$ cat src/aabm_defines.vh
// Register indices, field positions and reset values of the breakpoint unit.
`ifndef AABM_DEFINES_VH
`define AABM_DEFINES_VH
`define AABM_IDX_ATTR 5'h06
`define AABM_IDX_HIGH 5'h0C
`define AABM_IDX_LOW 5'h0D
`define AABM_ATTR_RESET 16'h0005
`define AABM_ADDR_RESET 32'h00000000
`define AABM_RM_BIT 15
`define AABM_SZM_HI 14
`define AABM_SZM_LO 13
`define AABM_TTM_HI 12
`define AABM_TTM_LO 11
`define AABM_TMM_HI 10
`define AABM_TMM_LO 8
`define AABM_R_BIT 7
`define AABM_SZ_HI 6
`define AABM_SZ_LO 5
`define AABM_TT_HI 4
`define AABM_TT_LO 3
`define AABM_TM_HI 2
`define AABM_TM_LO 0
`define AABM_ATTR_BITS 16
`define AABM_MODE_EXACT 2'h0
`define AABM_MODE_INSIDE 2'h1
`define AABM_MODE_OUTSIDE 2'h2
`define AABM_TT_NORMAL 2'h0
`define AABM_TT_EXTERNAL 2'h1
`define AABM_TT_EMULATOR 2'h2
`define AABM_TT_ACK 2'h3
`define AABM_TM_PUSH 3'h0
`define AABM_TM_USER_DATA 3'h1
`define AABM_TM_USER_CODE 3'h2
`define AABM_TM_SUPV_DATA 3'h5
`define AABM_TM_SUPV_CODE 3'h6
`endif

$ cat src/aabm_match.v
// Address and attribute breakpoint comparator with its three registers.
`timescale 1ns/1ps
`include "aabm_defines.vh"
// Operation
// [RQ1] Compare stored attributes with each bus transfer.
// [RQ2] Direction mask bit 15 drops direction compare.
// [RQ3] Size mask bits drop matching size bits.
// [RQ4] Type mask bits drop matching type bits.
// [RQ5] Modifier mask bits drop matching modifier bits.
// [RQ6] Bit 7 compared with bus direction.
// [RQ7] Size field compared with bus size.
// [RQ8] Transfer type field compared with bus type.
// [RQ9] Type field drives debug memory command type.
// [RQ10] Modifier decode depends on transfer type.
// [RQ11] Normal mode modifier codes decoded.
// [RQ12] Emulator mode modifier codes decoded.
// [RQ13] Acknowledge space: CPU space, interrupt levels.
// [RQ14] Modifier field drives debug memory command.
// [RQ15] Compare address registers with every transfer.
// [RQ16] Exact mode hits on low address.
// [RQ17] Inside mode hits within inclusive bounds.
// [RQ18] Outside mode hits beyond either bound.
// [RQ19] Low register holds full 32-bit bound.
// [RQ20] High register holds full 32-bit bound.
// [RQ21] Debug memory commands overwrite shared registers.
// [RQ22] Attribute hit needs all unmasked bits equal.
// [RQ23] Range compares are unsigned 32-bit.
module aabm_match
(
  input wire i_clk,
  input wire i_resetn,
  input wire i_ce,
  input wire i_reg_wr,
  input wire i_reg_rd,
  input wire [4:0] i_reg_idx,
  input wire [31:0] i_reg_wdata,
  output reg [31:0] o_reg_rdata,
  output reg o_reg_err,
  input wire i_cmd_load,
  input wire [31:0] i_cmd_addr,
  input wire [7:0] i_cmd_attr,
  output wire [31:0] o_cmd_addr,
  output wire [1:0] o_cmd_type,
  output wire [2:0] o_cmd_modifier,
  output wire [1:0] o_cmd_size,
  output wire o_cmd_read,
  input wire [1:0] i_addr_mode,
  input wire i_bus_valid,
  input wire [31:0] i_bus_addr,
  input wire i_bus_read,
  input wire [1:0] i_bus_size,
  input wire [1:0] i_bus_type,
  input wire [2:0] i_bus_modifier,
  output reg o_attr_hit,
  output reg o_addr_hit,
  output reg o_hit_valid,
  output reg [2:0] o_mod_class,
  output reg [2:0] o_int_level
);

  // ---------------------------------------------------------------------
  // Register file
  // ---------------------------------------------------------------------
  reg [15:0] attr_q;
  reg [31:0] low_q;
  reg [31:0] high_q;
  wire sel_attr;
  wire sel_low;
  wire sel_high;

  // Index decode; an unmapped index selects nothing.
  assign sel_attr = (i_reg_idx == `AABM_IDX_ATTR);
  assign sel_low = (i_reg_idx == `AABM_IDX_LOW);
  assign sel_high = (i_reg_idx == `AABM_IDX_HIGH);

  // A debug memory command wins over a host write, so a host write in the
  // same cycle as a command load is lost.
  always @(posedge i_clk or negedge i_resetn)
  begin
    if (!i_resetn)
      attr_q <= `AABM_ATTR_RESET;
    else if (i_ce)
    begin
      if (i_cmd_load)
        attr_q[7:0] <= i_cmd_attr; // RQ21
      else if (i_reg_wr && sel_attr)
        attr_q <= i_reg_wdata[15:0];
    end
  end

  // The low bound is never shared with commands, so no write is blocked.
  always @(posedge i_clk or negedge i_resetn)
  begin
    if (!i_resetn)
      low_q <= `AABM_ADDR_RESET;
    else if (i_ce)
    begin
      if (i_reg_wr && sel_low)
        low_q <= i_reg_wdata; // RQ19
    end
  end

  // The high bound doubles as the command address.
  always @(posedge i_clk or negedge i_resetn)
  begin
    if (!i_resetn)
      high_q <= `AABM_ADDR_RESET;
    else if (i_ce)
    begin
      if (i_cmd_load)
        high_q <= i_cmd_addr; // RQ21
      else if (i_reg_wr && sel_high)
        high_q <= i_reg_wdata; // RQ20
    end
  end

  reg [31:0] rdata_d;
  wire reg_err_d;

  // Unmapped indices read as zero and raise the error pulse.
  always @*
  begin
    rdata_d = 32'h00000000;
    if (sel_attr)
      rdata_d = {16'h0000, attr_q};
    else if (sel_low)
      rdata_d = low_q;
    else if (sel_high)
      rdata_d = high_q;
  end

  assign reg_err_d = (i_reg_rd | i_reg_wr) & ~(sel_attr | sel_low | sel_high);

  always @(posedge i_clk or negedge i_resetn)
  begin
    if (!i_resetn)
    begin
      o_reg_rdata <= 32'h00000000;
      o_reg_err <= 1'b0;
    end
    else if (i_ce)
    begin
      o_reg_err <= reg_err_d;
      if (i_reg_rd)
        o_reg_rdata <= rdata_d;
    end
  end

  // ---------------------------------------------------------------------
  // Attribute fields
  // ---------------------------------------------------------------------
  wire dir_mask;
  wire [1:0] size_mask;
  wire [1:0] type_mask;
  wire [2:0] mod_mask;
  wire dir_f;
  wire [1:0] size_f;
  wire [1:0] type_f;
  wire [2:0] tm_f;

  assign dir_mask = attr_q[`AABM_RM_BIT];
  assign size_mask = attr_q[`AABM_SZM_HI:`AABM_SZM_LO];
  assign type_mask = attr_q[`AABM_TTM_HI:`AABM_TTM_LO];
  assign mod_mask = attr_q[`AABM_TMM_HI:`AABM_TMM_LO];
  assign dir_f = attr_q[`AABM_R_BIT];
  assign size_f = attr_q[`AABM_SZ_HI:`AABM_SZ_LO];
  assign type_f = attr_q[`AABM_TT_HI:`AABM_TT_LO];
  assign tm_f = attr_q[`AABM_TM_HI:`AABM_TM_LO];

  // ---------------------------------------------------------------------
  // Debug memory command attributes
  // ---------------------------------------------------------------------
  // Commands read the shared fields directly, so a load shows from the next clock edge.
  assign o_cmd_addr = high_q;
  assign o_cmd_type = type_f; // RQ9
  assign o_cmd_modifier = tm_f; // RQ14
  assign o_cmd_size = size_f;
  assign o_cmd_read = dir_f;

  // ---------------------------------------------------------------------
  // Comparators
  // ---------------------------------------------------------------------
  wire dir_ok;
  wire [1:0] size_ok;
  wire [1:0] type_ok;
  wire [2:0] mod_ok;
  wire attr_ok;
  wire in_range;
  wire above_low;
  wire below_high;
  wire attr_hit_d;
  wire addr_hit_d;
  reg addr_ok;

  // A set mask bit forces its compare bit true.
  assign dir_ok = dir_mask | (dir_f == i_bus_read); // RQ2 RQ6
  assign size_ok = size_mask | ~(size_f ^ i_bus_size); // RQ3 RQ7
  assign type_ok = type_mask | ~(type_f ^ i_bus_type); // RQ4 RQ8
  assign mod_ok = mod_mask | ~(tm_f ^ i_bus_modifier); // RQ5
  assign attr_ok = dir_ok & (&size_ok) & (&type_ok) & (&mod_ok); // RQ1 RQ22

  // Unsigned vectors keep the bound tests unsigned.
  assign above_low = (i_bus_addr >= low_q); // RQ23
  assign below_high = (i_bus_addr <= high_q); // RQ23
  assign in_range = above_low & below_high;

  // Hits are qualified here so idle cycles never report a match.
  assign attr_hit_d = i_bus_valid & attr_ok; // RQ22
  assign addr_hit_d = i_bus_valid & addr_ok; // RQ15

  always @*
  begin
    case (i_addr_mode)
      `AABM_MODE_EXACT:
      begin
        addr_ok = (i_bus_addr == low_q); // RQ16
      end
      `AABM_MODE_INSIDE:
      begin
        addr_ok = in_range; // RQ17
      end
      `AABM_MODE_OUTSIDE:
      begin
        addr_ok = ~in_range; // RQ18
      end
      // Mode 3 is the never-hit setting.
      default:
      begin
        addr_ok = 1'b0;
      end
    endcase
  end

  // ---------------------------------------------------------------------
  // Modifier decode for the stored transfer type
  // ---------------------------------------------------------------------
  // Classes: 0 reserved, 1 push, 2 user data, 3 user code,
  // 4 privileged data, 5 privileged code, 6 CPU space, 7 interrupt ack.
  reg [2:0] cls;
  reg [2:0] lvl;

  always @*
  begin
    cls = 3'h0;
    lvl = 3'h0;
    case (type_f) // RQ10
      `AABM_TT_NORMAL:
      begin
        case (tm_f) // RQ11
          `AABM_TM_PUSH: cls = 3'h1;
          `AABM_TM_USER_DATA: cls = 3'h2;
          `AABM_TM_USER_CODE: cls = 3'h3;
          `AABM_TM_SUPV_DATA: cls = 3'h4;
          `AABM_TM_SUPV_CODE: cls = 3'h5;
          default: cls = 3'h0;
        endcase
      end
      // Emulator mode shares the privileged data and code classes.
      `AABM_TT_EMULATOR:
      begin
        case (tm_f) // RQ12
          `AABM_TM_SUPV_DATA: cls = 3'h4;
          `AABM_TM_SUPV_CODE: cls = 3'h5;
          default: cls = 3'h0;
        endcase
      end
      `AABM_TT_ACK:
      begin
        if (tm_f == 3'h0) // RQ13
          cls = 3'h6;
        else
        begin
          cls = 3'h7;
          lvl = tm_f; // RQ13
        end
      end
      default: cls = 3'h0;
    endcase
  end

  // ---------------------------------------------------------------------
  // Registered hit outputs, one result per bus transfer
  // ---------------------------------------------------------------------
  always @(posedge i_clk or negedge i_resetn)
  begin
    if (!i_resetn)
    begin
      o_attr_hit <= 1'b0;
      o_addr_hit <= 1'b0;
      o_hit_valid <= 1'b0;
      o_mod_class <= 3'h0;
      o_int_level <= 3'h0;
    end
    else if (i_ce)
    begin
      o_hit_valid <= i_bus_valid; // RQ15
      o_attr_hit <= attr_hit_d; // RQ22
      o_addr_hit <= addr_hit_d; // RQ15
      // The class follows the stored setting, not the bus.
      o_mod_class <= cls;
      o_int_level <= lvl;
    end
  end

endmodule

$ cat config.mk
export PLATFORM = sky130hd
export DESIGN_NAME = aabm_match
export DESIGN_NICKNAME = d
export VERILOG_FILES = /design/src/aabm_match.v
export VERILOG_INCLUDE_DIRS = /design/src
export SDC_FILE = /design/constraint.sdc
export NUM_CORES = 1
export LEC_CHECK = 0
export BUFFER_PORTS_ARGS = -buffer_cell sky130_fd_sc_hd__buf_2
export CAP_MARGIN = 0
export CORE_ASPECT_RATIO = 0.9
export CORE_MARGIN = 2
export CORE_UTILIZATION = 57
export CTS_CLUSTER_SIZE = 25
export DETAILED_ROUTE_END_ITERATION = 6
export GPL_TIMING_DRIVEN = 0
export HOLD_SLACK_MARGIN = 0.02
export PLACE_DENSITY_LB_ADDON = 0.25
export SLEW_MARGIN = 30
export SYNTH_ARGS = -nofsm -noshare
export SYNTH_HDL_FRONTEND = slang
export SYNTH_SLANG_ARGS = --single-unit
$ cat constraint.sdc
create_clock -name i_clk -period 4.1 [get_ports i_clk]
set_clock_uncertainty 0.15 [all_clocks]
set_input_delay 0.82 -clock i_clk [delete_from_list [all_inputs] [get_ports i_clk]]
set_output_delay 0.82 -clock i_clk [all_outputs]
set_load 0.005 [all_outputs]
==> key figures, run 1 <==
Outcome
  – Outcome: completed

Pwr
  – Switching share of power: 28.97%
  – Total power density per cell area: 440.7 mW/mm²
  – Highest ir drop seen on vdd: 0.0003607 V
  – Combinational share of power: 22.2%
  – Internal power: around 0.0029 W
  – Static Leakage: around 4.8 nW
  – Net switching power: between 0.001 and 0.0015 W
  – Final Total Pwr: between 0.004 and 0.005 W
  – Share of total power in the clock network: about two fifths
  – Fraction of power consumed by sequential logic: between 30% and 40%

Yosys
  – Synthesized Nets: 988
  – Number of instances in the synthesized netlist: 798
  – Post-synthesis sequential element count: 122
  – Fraction of the yosys area taken by sequential cells: 42.48%
  – Syn Area/Cell: 9.014 µm²
  – Count of unique library cells instantiated by Yosys: 48
  – EDFF count, synth: 0
  – Yosys warning total: 0
  – Proportion of synthesized flip-flops having asynchronous set or reset: 100.0%
  – Most used flip-flop cell after synthesis: dfrtp_1
  – Post-Syn Area: approximately 0.0072 mm²

Final layout
  – Commonest cells after routing, fill and taps aside: buf_2 (212), dfrtp_1 (120), a21oi_1 (97), nand2_1 (87), inv_1 (74)
  – Most common cell after layout, fill and taps aside: buf_2
  – Number of nets in the layout: between 1,000 and 1,500
  – Filler cells: about 930
  – Layout Utilization: around three quarters
  – # diodes: 0
  – Synth-to-layout area growth: 26.60%
  – Fraction of layout cells with a size suffix above 1: between 20% and 30%
  – Non-Filler Instances: ~1,200

Detailed routing
  – Number of vias per cell after detailed routing: 5.729
  – Antenna violation net count after detailed routing: 0
  – Vias: between 6,000 and 7,000
  – DRT Pass-1 Iters: 5
  – Final wirelength: between 20,000 and 25,000 µm
  – Remaining routing DRC violations: 0
  – Average detailed-routed wire length per instance: ~18 µm
  – Starting DRC count in detailed routing: 635

CTS
  – CTS Buffer Depth: 2
  – Number of buffers inserted by post-CTS setup repair: 0
  – TritonCTS clock tree: built
  – Clock-pin slew of the registers on the worst-case setup and hold paths: about 0.060 ns
  – Number of sinks driven by the clock tree: approximately 120
  – Insertion delay to the later sink of the worst-skew pair: a little over 0.4 ns
  – Number of cells upsized or downsized after cts: 0
  – Number of H-tree levels: 4
  – TritonCTS buffer count: 17
  – Clock Tree Root: clkbuf_16
  – Post-CTS Hold Buffers: 0

Global routing
  – Global route overflow: 0
  – First-pass GRT wire length: between 30,000 and 40,000 µm
  – Overall track demand over capacity in global routing: approximately a third
  – Number of antenna violations at the first check in global routing: 1
  – Largest net degree at the start of global routing: between 60 and 70
  – Via count of the first global-routing pass: between 6,000 and 7,000

Placed design
  – Dpl cells: 1,165
  – Placement Setup Slack: slightly below 1 ns
  – Detailed-placement wirelength estimate: around 16,000 µm
  – Weighted congestion at the end of routability-driven global placement: 0.9418
  – Number of port buffers: between 200 and 250

Floorplanning
  – Top Ports: between 200 and 250
  – Die extent in x: 122.4 µm
  – Height of the die: roughly 110 µm
  – Effective utilization at floorplan: about three fifths
  – Row Count: 38
  – DIE AREA: 0.01354 mm²
  – Area of the core: ~0.012 mm²

STA
  – Final worst slack: approximately 1.3 ns
  – Final number of hold-violating endpoints: 0
  – Tcrit/Tclk final: 68.75%
  – RSZ-0062 raised after global routing: false
  – Max frequency: approximately 350 MHz
  – Headroom to the max-slew limit: about two fifths
  – Final TNS setup: 0 ns
  – Number of slew-limit violations in the final report: 0
  – Final setup violating endpoints: 0
  – Time the worst path needs with I/O delays and setup: about 2.8 ns
  – Slew at the pin closest to its max-slew limit: 0.8729 ns

Critical path
  – WP data arrival: a little under 3 ns
  – Max FO, Critical Path: 4
  – Critical Path Sink Type: register
  – Critical path data required time: about 4.2 ns
  – Worst setup path category: in2reg
  – Category of the worst setup path launch point: input pin

Flow run
  – Max-cap violations: 0

Worst hold path
  – Worst min path class: in2async
power by group through the flow:
stage | registers (W) | logic (W) | clock network, W
2_1_floorplan | 0.00148 | 0.000527 | 0
3_3_place_gp | 0.00149 | 0.000841 | 0
3_5_place_dp | 0.00150 | 0.000869 | 0
4_1_cts | 0.00148 | 0.000886 | 0.00165
5_1_grt | 0.00150 | 0.00100 | 0.00170
6_report | 0.00148 | 0.000891 | 0.00164
through the flow:
stage | instance area (µm²) | hold WS, ns
global placement | 8424 | 0.3058
detailed placement | 8462 | 0.3139
floorplan | 7193 | 0.3226
global route | 9106 | 0.2076
CTS | 9106 | 0.1937
finish | 9106 | 0.1742
registers in the layout (all words and copies together), names as in the netlist:
signal       count
o_cmd_addr      32
o_reg_err        1
o_attr_hit       1
o_reg_rdata     32
o_hit_valid      1
o_int_level      3
o_mod_class      3
attr_q          16
o_addr_hit       1
low_q           32
final cells by class:
class                      instances  area [µm²]  share of cell area [%]
tap                              160       200.2                   2.198
sequential                       122        3055                   33.55
buffer                            51       226.5                   2.487
clock buffer                      21       450.4                   4.946
timing repair buffer             207        1069                   11.73
clock inverter                    11       193.9                   2.130
inverter                          74       277.8                   3.050
multi-input combinational        551        3633                   39.90
layer usage:
| metal | GRT usage, % | part of all wire, % | vias to the layer above |
|---|---|---|---|
| met3 | 7.851 | 8.6 | 34 |
| met1 | 43.69 | 42 | 3309 |
| met4 | 9.425 | 2.0 | 0 |
| li1 | - | - | 3196 |
| met2 | 49.41 | 47 | 319 |
| met5 | 0 | 0 | - |
kinds of logic (layout without fill, tap and decap cells):
kind of cell	Yosys count	after routing	share of synthesized area (%)
AOI/OAI and AO/OA	205	205	16.18
adders and majority gates	64	64	11.13
buffers and inverters	125	364	7.010
DFF	122	122	42.48
xor gates and xnor gates	9	9	1.096
and+or+nand+nor	207	207	12.75
muxes	66	66	9.358
worst max-delay path, cell delays in order:
cell and delay (ns):
buf_2 0.13, ha_1 0.33, nand4_1 0.19, nor4_1 0.50
nand3_1 0.16, a22oi_1 0.23, o21a_1 0.18, a211oi_1 0.07
or3b_1 0.34
synthesized netlist by cell type (2+ instances only):
library cell,instances,area (µm²)
a211oi_1,2,15.01
a21boi_0,2,15.01
a21o_1,5,37.54
a21oi_1,97,485.5
a21oi_2,2,17.52
a31oi_1,2,12.51
and4_1,3,26.28
and4b_1,2,20.02
buf_1,4,15.01
buf_2,7,35.03
buf_4,7,52.55
clkbuf_1,33,123.9
dfrtp_1,120,3003
dfstp_2,2,52.55
ha_1,64,800.8
inv_1,74,277.8
mux2_2,10,112.6
mux2i_1,56,560.5
nand2_1,87,326.6
nand2b_1,2,12.51
nand3_1,8,40.04
nand4_1,9,56.30
nor2_1,71,266.5
nor2b_1,11,68.82
nor3_1,6,30.03
o211ai_1,2,15.01
o21a_1,5,37.54
o21ai_0,54,270.3
o221ai_1,3,26.28
o22ai_1,6,37.54
o31ai_1,17,127.6
xnor2_1,9,78.83
final timing paths:
path | cells past startpoint | start | slack, ns | to
max in group asynchronous | 2 | i_resetn | 2.94 | o_cmd_addr[5]
min in group i_clk | 2 | o_reg_rdata[3] | 0.32 | o_reg_rdata[3]
setup / recovery | 9 | i_bus_addr[14] | 1.28 | o_addr_hit
setup reg to reg | 9 | o_cmd_addr[14] | 1.34 | o_addr_hit
hold / removal | 1 | i_resetn | 0.17 | o_cmd_addr[18]
hold reg to reg | 2 | o_reg_rdata[3] | 0.32 | o_reg_rdata[3]
No activity file was read; power rests on OpenSTA's default activity.
==> inputs of run 2 (changes only) <==
--- a/config.mk
+++ b/config.mk
@@ -6,11 +6,12 @@
 export SDC_FILE = /design/constraint.sdc
 export NUM_CORES = 1
 export LEC_CHECK = 0
+export ABC_AREA = 1
 export BUFFER_PORTS_ARGS = -buffer_cell sky130_fd_sc_hd__buf_2
 export CAP_MARGIN = 0
 export CORE_ASPECT_RATIO = 0.9
 export CORE_MARGIN = 2
-export CORE_UTILIZATION = 57
+export CORE_UTILIZATION = 48
 export CTS_CLUSTER_SIZE = 25
 export DETAILED_ROUTE_END_ITERATION = 6
 export GPL_TIMING_DRIVEN = 0
==> constraint.sdc (replaced) <==
create_clock -name i_clk -period 2.25 [get_ports i_clk]
set_clock_uncertainty 0.15 [all_clocks]
set_input_delay 0.45 -clock i_clk [delete_from_list [all_inputs] [get_ports i_clk]]
set_output_delay 0.45 -clock i_clk [all_outputs]
set_load 0.005 [all_outputs]
==> run 2 against run 1 <==
Effect of this change:
- non-clock buffer count is 3 lower
- critical path type unchanged
- die area is 17% higher
- count of clock-buffer cells in the layout is 1 lower
- first-iteration DRC count is 33% lower
- global-route usage is 2.7 points lower
- clock power is 86% higher
- critical path depth is 1 lower
- setup slack worse by 1.1 ns
- synthesized cell count is 13% higher
==> key figures, run 2 <==
STA
  – Max frequency: about 470 MHz
  – Final setup violating endpoints: 0
  – Final TNS setup: 0 ns
  – RSZ-0062 raised after global routing: false
  – Final number of hold-violating endpoints: 0
  – Tcrit/Tclk final: 94.06%
  – Time the worst path needs with I/O delays and setup: ~2.1 ns
  – Final worst slack: approximately 0.13 ns
  – Slew at the pin closest to its max-slew limit: ~0.7 ns
  – Headroom to the max-slew limit: approximately 53%
  – Number of slew-limit violations in the final report: 0
  – Tightest hold margin: around 0.11 ns

Yosys
  – Yosys warning total: 0
  – Area fraction of the dominant cell type after synthesis: a little over two fifths
  – Count of unique library cells instantiated by Yosys: 32
  – Proportion of synthesized flip-flops having asynchronous set or reset: 100.0%
  – Leading area contributor after synthesis: dfrtp_1
  – Most frequent cell after synthesis: nand2_1
  – Post-synthesis sequential element count: between 100 and 150
  – Most frequent cells after synthesis: nand2_1 (241), dfrtp_1 (120), inv_1 (111)
  – EDFF count, synth: 0
  – Fraction of the yosys area taken by sequential cells: between 40% and 50%
  – Post-Syn Area: a little over 0.007 mm²
  – Most used flip-flop cell after synthesis: dfrtp_1
  – Main area contributors after synthesis: dfrtp_1 (42%), nand2_1 (13%), ha_1 (11%), o21ai_0 (6.0%), inv_1 (5.9%)
  – Number of instances in the synthesized netlist: about 900
  – Syn Area/Cell: 7.903 µm²
  – Synthesized Nets: around 1,100

Global routing
  – Global route overflow: 0
  – Number of antenna violations at the first check in global routing: 2
  – Largest net degree at the start of global routing: 76
  – Via count of the first global-routing pass: between 6,000 and 7,000
  – Overall track demand over capacity in global routing: about 29%
  – First-pass GRT wire length: around 35,000 µm

Detailed routing
  – Antenna violation net count after detailed routing: 0
  – Number of vias per cell after detailed routing: about 5.3
  – Starting DRC count in detailed routing: 426
  – Remaining routing DRC violations: 0
  – DRT Pass-1 Iters: 5
  – Final wirelength: 22,350 µm
  – Vias: 7,121
  – Average detailed-routed wire length per instance: 16.73 µm

Final layout
  – Sequential standard cell area: between 0.003 and 0.004 mm²
  – Commonest cells after routing, fill and taps aside: nand2_1 (241), buf_2 (210), dfrtp_1 (120), inv_1 (111), o21ai_0 (85)
  – Number of nets in the layout: between 1,000 and 1,500
  – Fraction of layout cells with a size suffix above 1: approximately 23%
  – Filler cells: roughly 1,300
  – Area occupied by multi-input gates: 0.003405 mm²
  – Layout Utilization: between 60 and 70%
  – Most common cell after layout, fill and taps aside: nand2_1
  – Synth-to-layout area growth: 27.89%
  – # diodes: 0

Pwr
  – Static Leakage: ~4.8 nW
  – Final Total Pwr: 0.007084 W
  – Highest ir drop seen on vdd: approximately 0.00081 V
  – Total power density per cell area: between 700 and 800 mW/mm²

CTS
  – TritonCTS buffer count: 17
  – Insertion delay to the later sink of the worst-skew pair: 0.43 ns
  – Clock Tree Root: clkbuf_16
  – Number of H-tree levels: 4
  – Number of buffers inserted by post-CTS setup repair: 0
  – Clock-pin slew of the registers on the worst-case setup and hold paths: roughly 0.060 ns
  – Number of sinks driven by the clock tree: ~120
  – CTS Buffer Depth: 2
  – TritonCTS clock tree: built

Floorplanning
  – Top Ports: ~210
  – Row Count: between 40 and 50
  – Die extent in x: 132.2 µm
  – Area of the core: roughly 0.015 mm²
  – DIE AREA: approximately 0.016 mm²
  – Height of the die: ~120 µm
  – Effective utilization at floorplan: just under 50%

Worst hold path
  – Worst min path class: in2reg

Critical path
  – Worst setup path category: in2reg
  – Max FO, Critical Path: 10
  – Critical Path Sink Type: register
  – WP data arrival: 2.27 ns
  – Critical path data required time: between 2 and 2.5 ns
  – Category of the worst setup path launch point: input pin

Placed design
  – Weighted congestion at the end of routability-driven global placement: roughly 0.93
  – Number of port buffers: slightly above 200
  – Placement Setup Slack: -0.2646 ns
  – Detailed-placement wirelength estimate: approximately 17,000 µm

Outcome
  – Outcome: completed

Flow run
  – Max-cap violations: 0
[run 2: cell types whose count changed after synthesis, moves of 22 or more]
cell,before,now
a21oi_1,97,58
inv_1,74,111
mux2i_1,56,0
nand2_1,87,241
o211ai_1,2,24
o21ai_0,54,85
o22ai_1,6,31
[run 2: logic make-up (layout without fill, tap and decap cells)]
kind of cell	after synthesis	count (layout)	synth area share, %
XOR/XNOR	5	5	0.6170
buffers and inverters	160	400	8.974
AND/OR/NAND/NOR	320	320	17.81
AO/OA/AOI/OAI	227	227	18.27
flip-flops	122	122	43.05
adder cells (fa/ha/maj)	64	64	11.28
[run 2: layout make-up]
class | count | share of cell area, %
multi-input cells | 616 | 37.51
inverters | 113 | 4.673
clock inverters | 12 | 2.151
flip-flops and latches | 122 | 33.66
repair buffers | 208 | 11.88
plain buffers | 47 | 2.357
well taps | 198 | 2.730
clock buffers | 20 | 5.032
[run 2: through the flow]
stage	std cells	instance area, µm²
after global placement	1302	8376
final	1336	9076
after global routing	1336	9076
after floorplan	898	7097
after CTS	1336	9075
after detailed placement	1303	8413
[run 2: layer usage]
layer | share of wire (%) | global-route usage [%] | vias up
li1 | - | - | 3436
met1 | 44 | 38.68 | 3330
met2 | 45 | 45.44 | 301
met3 | 9.0 | 7.663 | 50
met4 | 2.7 | 11.36 | 4
met5 | 0.076 | 0 | -
[run 2: critical path, cell delays in order]
cell      delay [ns]
buf_2           0.10
nor2_1          0.18
nand4_1         0.34
or2_1           0.33
clkbuf_1        0.23
clkbuf_1        0.37
nor2_1          0.20
a21oi_1         0.06
[run 2: timing repair]
action                                  4_1_cts  5_1_grt
endpoints found under the hold margin        45        0
hold buffers                                  1        0
gates resized for setup                       0        1
endpoints found under the setup margin        0        1
[run 2: worst paths after layout]
path | cells after the start | slack [ns] | to | startpoint
setup / recovery | 8 | 0.13 | low_q[7] | i_reg_idx[4]
hold / removal | 3 | 0.11 | attr_q[0] | i_cmd_attr[0]
setup reg to reg | 13 | 0.27 | o_addr_hit | low_q[31]
hold reg to reg | 2 | 0.32 | o_hit_valid | o_hit_valid
max in group asynchronous | 3 | 0.88 | o_reg_rdata[25] | i_resetn
min in group asynchronous | 2 | 0.36 | o_reg_rdata[13] | i_resetn
[run 2: where the power goes]
group / internal (W) / total, W / switching, W
clock network: 0.00202 / 0.00305 / 0.00104
registers: 0.00243 / 0.00259 / 0.000157
logic: 0.000594 / 0.00144 / 0.000847
